==> config.mk <==
export PLATFORM = sky130hd
export DESIGN_NAME = dtu_top
export DESIGN_NICKNAME = d
export VERILOG_FILES = /design/src/verilog/dtu_pkg.sv /design/src/verilog/dtu_chan_if.sv /design/src/verilog/dtu_chan.sv /design/src/verilog/dtu_top.sv
export VERILOG_INCLUDE_DIRS = /design/src /design/src/verilog
export SDC_FILE = /design/constraint.sdc
export NUM_CORES = 1
export LEC_CHECK = 0
export BUFFER_PORTS_ARGS = -buffer_cell sky130_fd_sc_hd__clkbuf_2
export CAP_MARGIN = 20
export CORE_UTILIZATION = 60
export CTS_BUF_LIST = sky130_fd_sc_hd__clkbuf_4
export CTS_CLUSTER_DIAMETER = 30
export DETAILED_ROUTE_END_ITERATION = 10
export PLACE_DENSITY = 0.89
export SLEW_MARGIN = 20
export SYNTH_ARGS = -nofsm -noshare
export SYNTH_HDL_FRONTEND = slang
export SYNTH_SLANG_ARGS = --single-unit
==> constraint.sdc <==
create_clock -name mclk -period 4.7 [get_ports mclk]
set_input_delay 0.47 -clock mclk [delete_from_list [all_inputs] [get_ports mclk]]
set_output_delay 0.47 -clock mclk [all_outputs]
set_load 0.01 [all_outputs]
==> src/verilog/dtu_defs.svh <==
// Constants of the dead-time unit: offsets, fields, reset values, keys.
// Assumes inclusion by bare name from the package and the design modules.
`ifndef DTU_DEFS_SVH
`define DTU_DEFS_SVH

// Register byte offsets
`define DTU_OFS_ROUTE 8'h28
`define DTU_OFS_CTRL 8'h70
`define DTU_OFS_TIME 8'h74
`define DTU_OFS_FC 8'h78
`define DTU_OFS_OGEN 8'h7C
`define DTU_OFS_FSTAT 8'h80
`define DTU_OFS_FCLR 8'h84
`define DTU_OFS_LOCK 8'h88

// Control register fields
`define DTU_CTRL_EN 0
`define DTU_CTRL_POL 1
`define DTU_CTRL_CINV 2
`define DTU_CTRL_EVEN 3
`define DTU_CTRL_EVSEL 7:4
`define DTU_CTRL_DAS 8

// Timing register fields
`define DTU_TIME_PRESC 3:0
`define DTU_TIME_RISE 13:8
`define DTU_TIME_FALL 21:16

// Fault configuration fields
`define DTU_FC_EV0SEL 3:0
`define DTU_FC_EV1SEL 11:8
`define DTU_FC_FACT 17:16
`define DTU_FC_FSEN 27:24

// Other fields and widths
`define DTU_OGEN_F 5:0
`define DTU_ROUTE_F 5:0
`define DTU_FAULT_F 3:0
`define DTU_LOCK_KEY 15:0
`define DTU_UNLOCK_KEY 16'hCE80
`define DTU_NCH 3
`define DTU_NEV 16
`define DTU_PRESC_MAX 4'hA
`define DTU_PCNT_ONES 10'h3FF

// Fault source bit positions
`define DTU_FS_EV0 0
`define DTU_FS_EV1 1
`define DTU_FS_DBG 2
`define DTU_FS_LOCKUP 3

// Reset values
`define DTU_RST_6 6'h00
`define DTU_RST_4 4'h0
`define DTU_RST_3 3'h0
`define DTU_RST_32 32'h00000000

`endif

==> src/verilog/dtu_pkg.sv <==
// Types of the dead-time unit: fault actions and module state records.
// Assumes dtu_defs.svh is on the include path.
`include "dtu_defs.svh"

package dtu_pkg;

	typedef enum logic [1:0] {
		DTU_FACT_INACTIVE = 2'b00,
		DTU_FACT_LOW = 2'b01,
		DTU_FACT_TRI = 2'b10
	} dtu_fact_e;

	typedef struct packed {
		logic [2:0] src_q;
		logic [2:0] busy;
		logic [2:0][5:0] cnt;
		logic [2:0] pri_act;
		logic [2:0] cmp_act;
	} dtu_chan_s;

	typedef struct packed {
		logic en;
		logic pol;
		logic cinv;
		logic ev_en;
		logic [3:0] ev_sel;
		logic das;
		logic [3:0] presc;
		logic [5:0] rise;
		logic [5:0] fall;
		logic [3:0] ev0_sel;
		logic [3:0] ev1_sel;
		logic [1:0] fact;
		logic [3:0] fsen;
		logic [5:0] ogen;
		logic [5:0] route;
		logic [3:0] fstat;
		logic locked;
		logic [9:0] pcnt;
		logic [31:0] rdata;
		logic [2:0] pri;
		logic [2:0] cmp;
		logic [2:0] pri_oe;
		logic [2:0] cmp_oe;
	} dtu_state_s;

endpackage : dtu_pkg

==> src/verilog/dtu_chan_if.sv <==
// Link between the register side and the per-channel dead-time core.
// Assumes both ends share mclk.
interface dtu_chan_if;
	logic [2:0] src;
	logic [5:0] rise_len;
	logic [5:0] fall_len;
	logic tick;
	logic [2:0] pri_act;
	logic [2:0] cmp_act;

	modport ctl (output src, output rise_len, output fall_len,
		output tick, input pri_act, input cmp_act);
	modport core (input src, input rise_len, input fall_len,
		input tick, output pri_act, output cmp_act);
endinterface : dtu_chan_if

==> src/verilog/dtu_chan.sv <==
// Dead-time core for the three channels: delays each activating edge.
// Assumes a prescaled tick one cycle wide and lengths held stable by software.
`include "dtu_defs.svh"

module dtu_chan
	import dtu_pkg::*;
(
	input wire logic mclk, // Peripheral clock
	input wire logic arst_n, // Asynchronous reset, active low
	dtu_chan_if.core link // Sources, timing and active flags
);

	dtu_chan_s s_r;
	dtu_chan_s s_nxt;

	// ****************************************
	// Edge detection and delay counting
	// ****************************************
	always_comb begin
		s_nxt = s_r;
		for (int i = 0; i < `DTU_NCH; i++) begin
			s_nxt.src_q[i] = link.src[i];
			if (link.src[i] != s_r.src_q[i]) begin
				// Both sides inactive while the delay runs
				s_nxt.busy[i] = 1'b1;
				s_nxt.pri_act[i] = 1'b0;
				s_nxt.cmp_act[i] = 1'b0;
				s_nxt.cnt[i] = link.src[i] ? link.rise_len
					: link.fall_len;
			end else if (s_r.busy[i]) begin
				if (link.tick) begin
					if (s_r.cnt[i] == `DTU_RST_6) begin
						// Field value n gives n+1 ticks
						s_nxt.busy[i] = 1'b0;
						s_nxt.pri_act[i] = s_r.src_q[i];
						s_nxt.cmp_act[i] = ~s_r.src_q[i];
					end else begin
						s_nxt.cnt[i] = s_r.cnt[i] - 6'h01;
					end
				end
			end
		end
	end

	always_ff @(posedge mclk or negedge arst_n) begin
		if (!arst_n) begin
			s_r <= '0;
		end else begin
			s_r <= s_nxt;
		end
	end

	assign link.pri_act = s_r.pri_act;
	assign link.cmp_act = s_r.cmp_act;

endmodule // dtu_chan

==> src/verilog/dtu_top.sv <==
// Dead-time insertion unit: registers, source select, polarity, faults.
// Assumes synchronous inputs on mclk and a single-cycle strobe master.
`include "dtu_defs.svh"

// How it works
// - Enable replaces timer outputs, adds complements
// - Three primary and complementary output pairs
// - Every activating edge delayed, pair inactive
// - Rise and fall delays shared by channels
// - One prescaler, divide 1 to 1024
// - Delay lengths 1 to 64 ticks
// - Pair never active at same time, except low fault action with base polarity inverted and complement not inverted
// - Base polarity inverts whole pair
// - Complement invert flips complementary polarity
// - Per-output enable, disabled holds inactive
// - Event channel may feed first pair
// - Event source delay error from prescaler
// - Four fault sources individually enabled
// - Two selects pick fault event channels
// - Fault sets status bit, forces safe
// - Fault action: inactive, low, tristate
// - Inactive action drives opposite of active
// - Auto restart clears lone debugger fault
// - Fault state held while any bit set
// - Key unlocks route, control, timing and fault config (output enables never locked), other lock values lock it; reads lock state
module dtu_top
	import dtu_pkg::*;
(
	input wire logic mclk, // Peripheral clock, 100 MHz
	input wire logic arst_n, // Asynchronous reset, active low
	input wire logic [7:0] addr, // Register byte address
	input wire logic [31:0] wdata, // Write data
	input wire logic wr_en, // Write strobe
	input wire logic rd_en, // Read strobe
	output logic [31:0] rdata, // Read data, cycle after strobe
	input wire logic [2:0] pwm_in, // Timer compare/PWM outputs
	input wire logic [15:0] event_channel, // Event channel levels
	input wire logic dbg_halt, // Processor halted by debugger
	input wire logic core_lockup, // Processor core lockup
	output logic [2:0] primary_out, // Primary gate drives
	output logic [2:0] primary_oe, // Primary output enables
	output logic [2:0] compl_out, // Complementary gate drives
	output logic [2:0] compl_oe // Complementary output enables
);

	dtu_state_s s_r;
	dtu_state_s s_nxt;
	dtu_chan_if link ();

	logic wr_route;
	logic wr_ctrl;
	logic wr_time;
	logic wr_fc;
	logic [9:0] pmask;
	logic [3:0] presc_eff;
	logic [3:0] fault_src;
	logic [3:0] fstat_set;
	logic [3:0] fstat_clr;
	logic [3:0] fstat_new;
	logic fault_on;
	logic [2:0] pri_lvl;
	logic [2:0] cmp_lvl;
	logic [2:0] pri_inact;
	logic [2:0] cmp_inact;

	// ****************************************
	// Dead-time core
	// ****************************************
	dtu_chan u_chan (
		.mclk(mclk),
		.arst_n(arst_n),
		.link(link)
	);

	// ****************************************
	// Source select and prescaled tick
	// ****************************************
	always_comb begin
		link.src = pwm_in;
		if (s_r.ev_en) begin
			link.src[0] = event_channel[s_r.ev_sel];
		end
	end

	assign link.rise_len = s_r.rise;
	assign link.fall_len = s_r.fall;

	// Settings above the largest divider act as divide by 1024
	assign presc_eff = (s_r.presc > `DTU_PRESC_MAX) ? `DTU_PRESC_MAX
		: s_r.presc;
	assign pmask = ~(`DTU_PCNT_ONES << presc_eff);
	// Free-running divider: an event edge lands anywhere in a tick
	assign link.tick = ((s_r.pcnt & pmask) == pmask);

	// ****************************************
	// Write decode with configuration lock
	// ****************************************
	assign wr_route = wr_en && (addr == `DTU_OFS_ROUTE) && !s_r.locked;
	assign wr_ctrl = wr_en && (addr == `DTU_OFS_CTRL) && !s_r.locked;
	assign wr_time = wr_en && (addr == `DTU_OFS_TIME) && !s_r.locked;
	assign wr_fc = wr_en && (addr == `DTU_OFS_FC) && !s_r.locked;

	// ****************************************
	// Fault detection
	// ****************************************
	always_comb begin
		fault_src = `DTU_RST_4;
		fault_src[`DTU_FS_EV0] = event_channel[s_r.ev0_sel];
		fault_src[`DTU_FS_EV1] = event_channel[s_r.ev1_sel];
		fault_src[`DTU_FS_DBG] = dbg_halt;
		fault_src[`DTU_FS_LOCKUP] = core_lockup;
	end

	assign fstat_set = fault_src & s_r.fsen;

	always_comb begin
		fstat_clr = `DTU_RST_4;
		if (wr_en && (addr == `DTU_OFS_FCLR)) begin
			fstat_clr = wdata[`DTU_FAULT_F];
		end
		// Debugger alone as cause, processor running again
		if (s_r.das && !dbg_halt
			&& (s_r.fstat == (4'h1 << `DTU_FS_DBG))) begin
			fstat_clr[`DTU_FS_DBG] = 1'b1;
		end
	end

	// A new fault wins over a clear in the same cycle
	assign fstat_new = (s_r.fstat & ~fstat_clr) | fstat_set;
	assign fault_on = |s_r.fstat;

	// ****************************************
	// Output polarity
	// ****************************************
	always_comb begin
		for (int i = 0; i < `DTU_NCH; i++) begin
			pri_inact[i] = s_r.pol;
			cmp_inact[i] = s_r.pol ^ s_r.cinv;
			pri_lvl[i] = link.pri_act[i] ^ pri_inact[i];
			cmp_lvl[i] = link.cmp_act[i] ^ cmp_inact[i];
		end
	end

	// ****************************************
	// Next state
	// ****************************************
	always_comb begin
		s_nxt = s_r;
		s_nxt.pcnt = s_r.pcnt + 10'h001;

		if (wr_ctrl) begin
			s_nxt.en = wdata[`DTU_CTRL_EN];
			s_nxt.pol = wdata[`DTU_CTRL_POL];
			s_nxt.cinv = wdata[`DTU_CTRL_CINV];
			s_nxt.ev_en = wdata[`DTU_CTRL_EVEN];
			s_nxt.ev_sel = wdata[`DTU_CTRL_EVSEL];
			s_nxt.das = wdata[`DTU_CTRL_DAS];
		end
		if (wr_time) begin
			s_nxt.presc = wdata[`DTU_TIME_PRESC];
			s_nxt.rise = wdata[`DTU_TIME_RISE];
			s_nxt.fall = wdata[`DTU_TIME_FALL];
		end
		if (wr_fc) begin
			s_nxt.ev0_sel = wdata[`DTU_FC_EV0SEL];
			s_nxt.ev1_sel = wdata[`DTU_FC_EV1SEL];
			s_nxt.fact = wdata[`DTU_FC_FACT];
			s_nxt.fsen = wdata[`DTU_FC_FSEN];
		end
		if (wr_route) begin
			s_nxt.route = wdata[`DTU_ROUTE_F];
		end
		if (wr_en && (addr == `DTU_OFS_OGEN)) begin
			s_nxt.ogen = wdata[`DTU_OGEN_F];
		end
		if (wr_en && (addr == `DTU_OFS_LOCK)) begin
			s_nxt.locked = (wdata[`DTU_LOCK_KEY] != `DTU_UNLOCK_KEY);
		end

		s_nxt.fstat = fstat_new;

		// Read data stand only in the cycle after the strobe
		s_nxt.rdata = `DTU_RST_32;
		if (rd_en) begin
			unique case (addr)
				`DTU_OFS_ROUTE: begin
					s_nxt.rdata[`DTU_ROUTE_F] = s_r.route;
				end
				`DTU_OFS_CTRL: begin
					s_nxt.rdata[`DTU_CTRL_EN] = s_r.en;
					s_nxt.rdata[`DTU_CTRL_POL] = s_r.pol;
					s_nxt.rdata[`DTU_CTRL_CINV] = s_r.cinv;
					s_nxt.rdata[`DTU_CTRL_EVEN] = s_r.ev_en;
					s_nxt.rdata[`DTU_CTRL_EVSEL] = s_r.ev_sel;
					s_nxt.rdata[`DTU_CTRL_DAS] = s_r.das;
				end
				`DTU_OFS_TIME: begin
					s_nxt.rdata[`DTU_TIME_PRESC] = s_r.presc;
					s_nxt.rdata[`DTU_TIME_RISE] = s_r.rise;
					s_nxt.rdata[`DTU_TIME_FALL] = s_r.fall;
				end
				`DTU_OFS_FC: begin
					s_nxt.rdata[`DTU_FC_EV0SEL] = s_r.ev0_sel;
					s_nxt.rdata[`DTU_FC_EV1SEL] = s_r.ev1_sel;
					s_nxt.rdata[`DTU_FC_FACT] = s_r.fact;
					s_nxt.rdata[`DTU_FC_FSEN] = s_r.fsen;
				end
				`DTU_OFS_OGEN: begin
					s_nxt.rdata[`DTU_OGEN_F] = s_r.ogen;
				end
				`DTU_OFS_FSTAT: begin
					s_nxt.rdata[`DTU_FAULT_F] = s_r.fstat;
				end
				`DTU_OFS_LOCK: begin
					s_nxt.rdata[0] = s_r.locked;
				end
				default: begin
					s_nxt.rdata = `DTU_RST_32;
				end
			endcase
		end

		// Output stage
		for (int i = 0; i < `DTU_NCH; i++) begin
			if (!s_r.en) begin
				// Timer drives the primary pins directly
				s_nxt.pri[i] = pwm_in[i];
				s_nxt.pri_oe[i] = s_r.route[i];
				s_nxt.cmp[i] = 1'b0;
				s_nxt.cmp_oe[i] = 1'b0;
			end else begin
				s_nxt.pri[i] = s_r.ogen[i] ? pri_lvl[i]
					: pri_inact[i];
				s_nxt.cmp[i] = s_r.ogen[`DTU_NCH + i] ? cmp_lvl[i]
					: cmp_inact[i];
				s_nxt.pri_oe[i] = s_r.route[i];
				s_nxt.cmp_oe[i] = s_r.route[`DTU_NCH + i];
				if (fault_on) begin
					unique case (s_r.fact)
						DTU_FACT_LOW: begin
							s_nxt.pri[i] = 1'b0;
							s_nxt.cmp[i] = 1'b0;
						end
						DTU_FACT_TRI: begin
							s_nxt.pri_oe[i] = 1'b0;
							s_nxt.cmp_oe[i] = 1'b0;
						end
						default: begin
							s_nxt.pri[i] = pri_inact[i];
							s_nxt.cmp[i] = cmp_inact[i];
						end
					endcase
				end
			end
		end
	end

	// ****************************************
	// State register
	// ****************************************
	always_ff @(posedge mclk or negedge arst_n) begin
		if (!arst_n) begin
			s_r <= '0;
		end else begin
			s_r <= s_nxt;
		end
	end

	// ****************************************
	// Outputs
	// ****************************************
	assign rdata = s_r.rdata;
	assign primary_out = s_r.pri;
	assign primary_oe = s_r.pri_oe;
	assign compl_out = s_r.cmp;
	assign compl_oe = s_r.cmp_oe;

endmodule // dtu_top

Yosys cells after proc, flatten, opt, wreduce, memory -nomap -nowiden
Index checks and enable logic that the tools add are counted.
{ "classes": {"n_bitwise": 16, "mux": 114, "reduce_logical": 34, "n_lt_le_gt_ge": 4, "addsub": 4, "eq_ne": 19, "shift": 1} }
{ "op_table": {"columns": ["operator", "n"], "rows": [
  ["6-bit two-way mux", 15],
  ["1-bit two-way mux", 77],
  ["8-bit by 7-bit equality test with 1-bit output, second input constant", 4],
  ["28-bit two-way mux", 1],
  ["8-bit equality test, second input constant", 3],
  ["6-bit logical NOT", 3],
  ["3-bit one-hot mux with 6 select lines", 1],
  ["3-bit AND reduction", 6],
  ["2-bit nonzero test", 9],
  ["6-bit by 1-bit subtractor with 6-bit output, second input constant", 3],
  ["4-bit two-way mux", 4],
  ["16-bit inequality test, second input constant", 1],
  ["4-bit by 5-bit < comparator with 1-bit output, second input constant", 3],
  ["1-bit logical AND", 13],
  ["1-bit binary-select mux with 4-bit select", 3],
  ["1-bit one-hot mux with 2 select lines", 6],
  ["10-bit by 1-bit adder with 10-bit output, second input constant", 1],
  ["10-bit bitwise AND", 1],
  ["10-bit equality test", 1],
  ["10-bit NOT", 1],
  ["10-bit by 4-bit left shift with 10-bit output, first input constant", 1],
  ["4-bit bitwise AND", 2],
  ["8-bit by 6-bit equality test with 1-bit output, second input constant", 1],
  ["1-bit one-hot mux with 7 select lines", 1],
  ["17 further kinds", 31]
]} }
{ "totals": {"register_bits": 140, "word_cells": 226} }

Logic depth before layout (Yosys ltp)
{ "depth": {"depth_word": 9, "ltp_mapped": 10, "ltp_nobuf": 8} }

Modules after synthesis
From an unflattened synthesis, not the netlist that was laid out.
{ "hier_totals": {"cells_unflattened": 635, "hier_area_um2": 7335.8} }
{ "modules_own_cells": {"columns": ["module", "cells_each", "n_inst", "seq_area_each_um2", "area_per_inst_um2"], "rows": [
  ["dtu_top", 431, 1, 2552.4, 5271.3],
  ["dtu_chan", 204, 1, 750.7, 2064.5]
]} }

Worst setup path before layout
Ideal clock, no wire load.
{ "synth_path": {"path_type": "reg2reg", "startpoint": "register s_r[103] in the netlist's numbering", "endpoint": "register u_chan.s_r (netlist bit u_chan.link.cmp_act[0])", "setup_ns": 0.125, "t_arrival_ns": 2.586, "t_required_ns": 4.575, "path_slack_ns": 1.990, "path_stages_with_launch": 10, "path_buffers": 2, "cell_sequence": "dfrtp_1 > buf_2 > mux2_2 > o311ai_0 > o221ai_2 > inv_1 > ha_1 > buf_1 > a31oi_1 > mux2_2"} }
{ "synth_via": {"elab_chain_cells": 6, "elab_cells_between_ends": 9} }
{ "synth_lines": {"columns": ["element", "line", "rtl"], "rows": [
  ["from (decl)", "dtu_top.sv:46", "dtu_state_s s_r;"],
  ["from (signal assigned)", "dtu_top.sv:265", "s_r <= s_nxt;"],
  ["1-bit binary-select mux with 4-bit select (*)", "dtu_top.sv:81", "link.src[0] = event_channel[s_r.ev_sel];"],
  ["1-bit two-way mux (not written as such) (*)", "dtu_top.sv:81", null],
  ["1-bit two-way mux (*)", "dtu_top.sv:80", "if (s_r.ev_en) begin"],
  ["net link.src[0]", "dtu_chan_if.sv:4", "logic [2:0] src;"],
  ["1-bit inequality test (*)", "dtu_chan.sv:23", "if (link.src[i] != s_r.src_q[i]) begin"],
  ["2-bit nonzero test (no line)", null, null],
  ["3-bit AND reduction (no line)", null, null],
  ["to (signal assigned)", "dtu_chan.sv:49", "s_r <= s_nxt;"],
  ["to (decl)", "dtu_chan.sv:13", "dtu_chan_s s_r;"]
]} }
Mark *: on every way through the listed nets, which the timed path passes. The rest lies on a longest branch. The select of a mux whose other input is x is not followed.
A chain may end at the register's enable or synchronous reset.

Worst setup path in the final report
{ "layout_path": {"startpoint": "register s_r[103] in the netlist's numbering", "endpoint": "register u_chan.s_r (netlist bit u_chan.link.pri_act[0])"} }
Same word-level chain as after synthesis.

==> key figures <==
STA
  – Setup repair after global routing missed its margin: false
  – Minimum clock period: 3.07 ns
  – Share of the clock period used by the worst path after layout: 65.2%
  – Actual slew at the worst max-slew pin: 0.780 ns
  – TNS Setup: 0 ns
  – Final setup fails: 0
  – Hold violation count in the final report: 0
  – Setup skew after layout: 0.0241 ns
  – Final count of pins violating max slew: 0
  – Max Freq: between 300 and 400 MHz
  – Relative slew slack: a little under half

Floorplanning
  – Starting density of the core: 62.5%
  – Full die area: 0.0119 mm^2
  – Vertical extent of the die: around 110 um
  – Total number of placement rows: 38
  – Die X-Extent: 109 um
  – Placeable Area: about 0.011 mm^2
  – Top Ports: between 100 and 150

Setup path
  – Startpoint types: flop
  – Highest fanout seen on the critical path: 9
  – Critical Setup Path Class: reg -> reg
  – Signal arrival time at the worst endpoint: 3.48 ns
  – Kind of capture point of the worst setup path: flop
  – Worst EP required: 5.12 ns

GRT
  – Number of antenna violations at the first check in global routing: 0
  – Global-route wire length before repair: 24.8 mm
  – GRT Util Overall: 28.1%
  – Number of global-route vias before repair: 4967
  – Overflow left after global routing: 0
  – Largest net degree at the start of global routing: 50

Drt
  – Detailed-route wire length per cell: 19.4 um
  – Total wire length: 15.6 mm
  – Highest Signal Layer: met4
  – Starting DRT DRC Count: 513
  – Remaining routing DRC violations: 0
  – Via count: 4969
  – Met2 wire length: 7.58 mm
  – Number of vias per cell: 6.15
  – First-pass iteration count of the detailed router: 7
  – Routed met1 length: between 6 and 7 mm
  – Post-route antenna net violation count: 0
  – Total met3 wirelength after detailed routing: approximately 1.2 mm

Power
  – Share of power burned in combinational logic: between 20% and 30%
  – Flop pwr share: 46.0%
  – Clock Power Share: 28.2%
  – Worst vdd ir: 0.000176 V
  – Cell-internal power: roughly 2.1 mW
  – LEAKAGE: about 3.7 nW
  – Switching portion of total power: 32.0%
  – Power density over cell area: 406 mW/mm^2
  – Total Power: 3.04 mW
  – Switching component of the power: between 0.9 and 1 mW

Min path
  – Type of the tightest min-delay check: in -> reg

Synthesis
  – Share of synthesized flip-flops with an asynchronous set or reset: 100%
  – Leading cell types by total area after synthesis: dfrtp_1 48%, mux2_2 11%, buf_4 4.8%, mux4_2 3.9%, mux2i_1 3.4%
  – Average instance area after synthesis: between 10 and 15 um^2
  – Share of the synthesized area in the top cell type: 48.1%
  – Instance count of the mapped netlist: 594
  – Sequential element share of the synthesized area: about half
  – Distinct cell type count after synthesis: 57
  – Total number of yosys warnings: 0
  – Synthesis-stage register bit count: 132
  – Post-synth EDFFs: 0
  – Main synth FF type: dfrtp_1
  – Cell type with the highest aggregate area in the netlist: dfrtp_1
  – Netlist area before placement: 0.00687 mm^2

Layout
  – Layout cell share with drive strength beyond 1: 33.1%
  – Antenna cell count: 0
  – Layout-stage area growth over the synthesis result: 9.13%
  – Post-layout nets: about 730

Clock network
  – Number of buffers created by CTS: 17
  – CTS clock-pin slew for the worst setup and hold paths: 0.13 ns
  – H-tree depth reported by CTS: 4
  – Sinks on the clock net: about 130
  – Number of buffers on the longest clock path: 2
  – Number of post-CTS setup repair buffers: 0
  – Clock tree from TritonCTS: built
  – Latest clock arrival within the worst-skew pair: roughly 0.54 ns
  – Clock tree root driver cell: clkbuf_4

Placed design
  – Placer Congestion: slightly above 0.9
  – Detailed placement HPWL: 11.2 mm
  – Number of input and output port buffers inserted: 94

Run status
  – Result of the run: completed

Run
  – Number of violations of the max-capacitance limit: 0
-- power by group through the flow --
stage	clock network (mW)	registers [mW]	logic [mW]
6_report	0.860	1.40	0.785
4_1_cts	0.872	1.39	0.780
3_3_place_gp	0	1.41	0.717
5_1_grt	0.918	1.41	0.868
3_5_place_dp	0	1.42	0.761
2_1_floorplan	0	1.37	0.608
-- Yosys cell counts (all sizes together), types with 3 or more instances --
cell,count
dfrtp,132
xnor2,20
a21o,4
xor2,5
and3,10
mux2i,23
nor2,23
o21ai,10
buf,49
nor2b,9
a22o,9
nand4,4
a31oi,12
inv,22
mux4,12
nor4b,3
nor4,5
a21oi,11
ha,14
a22oi,10
or3,3
and2,15
nor3,16
mux2,68
nand3,14
nand2,48
clkbuf,14
-- area by class of cell --
class,count,area (um^2)
clock buffers,19,143
clock inverters,13,184
fillers,737,3490
inverters,22,82.6
multi-input cells,384,3100
flip-flops and latches,132,3300
well taps,140,175
repair buffers,98,505
-- metal layers --
| layer | track usage (%) | up-vias |
|---|---|---|
| met4 | 14.2 | 0 |
| met1 | 34.7 | 2435 |
| met5 | 0 | - |
| met2 | 45.9 | 277 |
| li1 | - | 2202 |
| met3 | 7.05 | 55 |
-- metrics by stage --
step           setup WS (ns)  hold WS (ns)  cell area (um^2)  utilization, %  cells
2_1_floorplan           1.99         0.174              6890               -    601
3_3_place_gp            1.77         0.469              7150            65.1    775
3_5_place_dp            1.70         0.489              7160            65.2    775
4_1_cts                 1.67         0.124              7490            68.2    808
5_1_grt                 1.50         0.127              7490            68.2    808
6_report                1.63         0.154              7490            68.2    808
-- cells in the final DEF (no fill, tap or decap), types with 14 or more instances in the layout --
| cell type | instances |
|---|---|
| dfrtp_1 | 132 |
| clkbuf_2 | 93 |
| mux2_2 | 68 |
| nand2_1 | 48 |
| mux2i_1 | 23 |
| nor2_1 | 23 |
| inv_1 | 22 |
| xnor2_1 | 20 |
| clkbuf_4 | 19 |
| and2_1 | 15 |
| nand3_1 | 14 |
| ha_1 | 14 |
-- what timing repair did --
| item | CTS | global route |
|---|---|---|
| gates resized for setup | 0 | 0 |
| hold buffers | 1 | 0 |
| endpoints found under the hold margin | 42 | 0 |
-- cell families after synthesis --
| logic type | after synthesis | share of synthesized area [%] |
|---|---|---|
| AND/OR/NAND/NOR | 163 | 13.0 |
| other | 1 | 0.0546 |
| multiplexers | 103 | 18.4 |
| adder cells (fa/ha/maj) | 14 | 2.55 |
| XOR/XNOR | 25 | 3.19 |
| flip-flops | 132 | 48.1 |
| buffers and inverters | 85 | 7.20 |
| AO/OA/AOI/OAI | 71 | 7.40 |
-- sequential cells by signal, summed over array words and instances (netlist names) --
signal / count
u_chan.s_r: 24
pri_inact: 1
link.fall_len: 6
primary_out: 3
compl_out: 3
s_r: 53
u_chan.link.pri_act: 3
primary_oe: 3
link.rise_len: 6
compl_oe: 3
rdata: 24
u_chan.link.cmp_act: 3
-- critical path: stages, from the launching register on --
cell       delay (ns)
dfrtp_1          0.61
mux4_2           0.57
o2111ai_1        0.23
o221ai_2         0.32
inv_1            0.14
ha_1             0.39
a31oi_1          0.32
mux2_2           0.38
-- path summary, 6_finish.rpt --
kind,start,endpoint,slack [ns],cells after the start
worst max-delay path,s_r[103],u_chan.link.pri_act[0],1.63,7
worst min-delay path,wdata[27],s_r[74],0.15,2
worst max register to register,s_r[103],u_chan.link.pri_act[0],1.63,7
worst min register to register,s_r[53],s_r[53],0.50,1
max in group asynchronous,arst_n,s_r[51],3.20,3
min in group asynchronous,arst_n,compl_oe[1],0.45,2
Note: power is estimated with default switching activity, not from simulation.
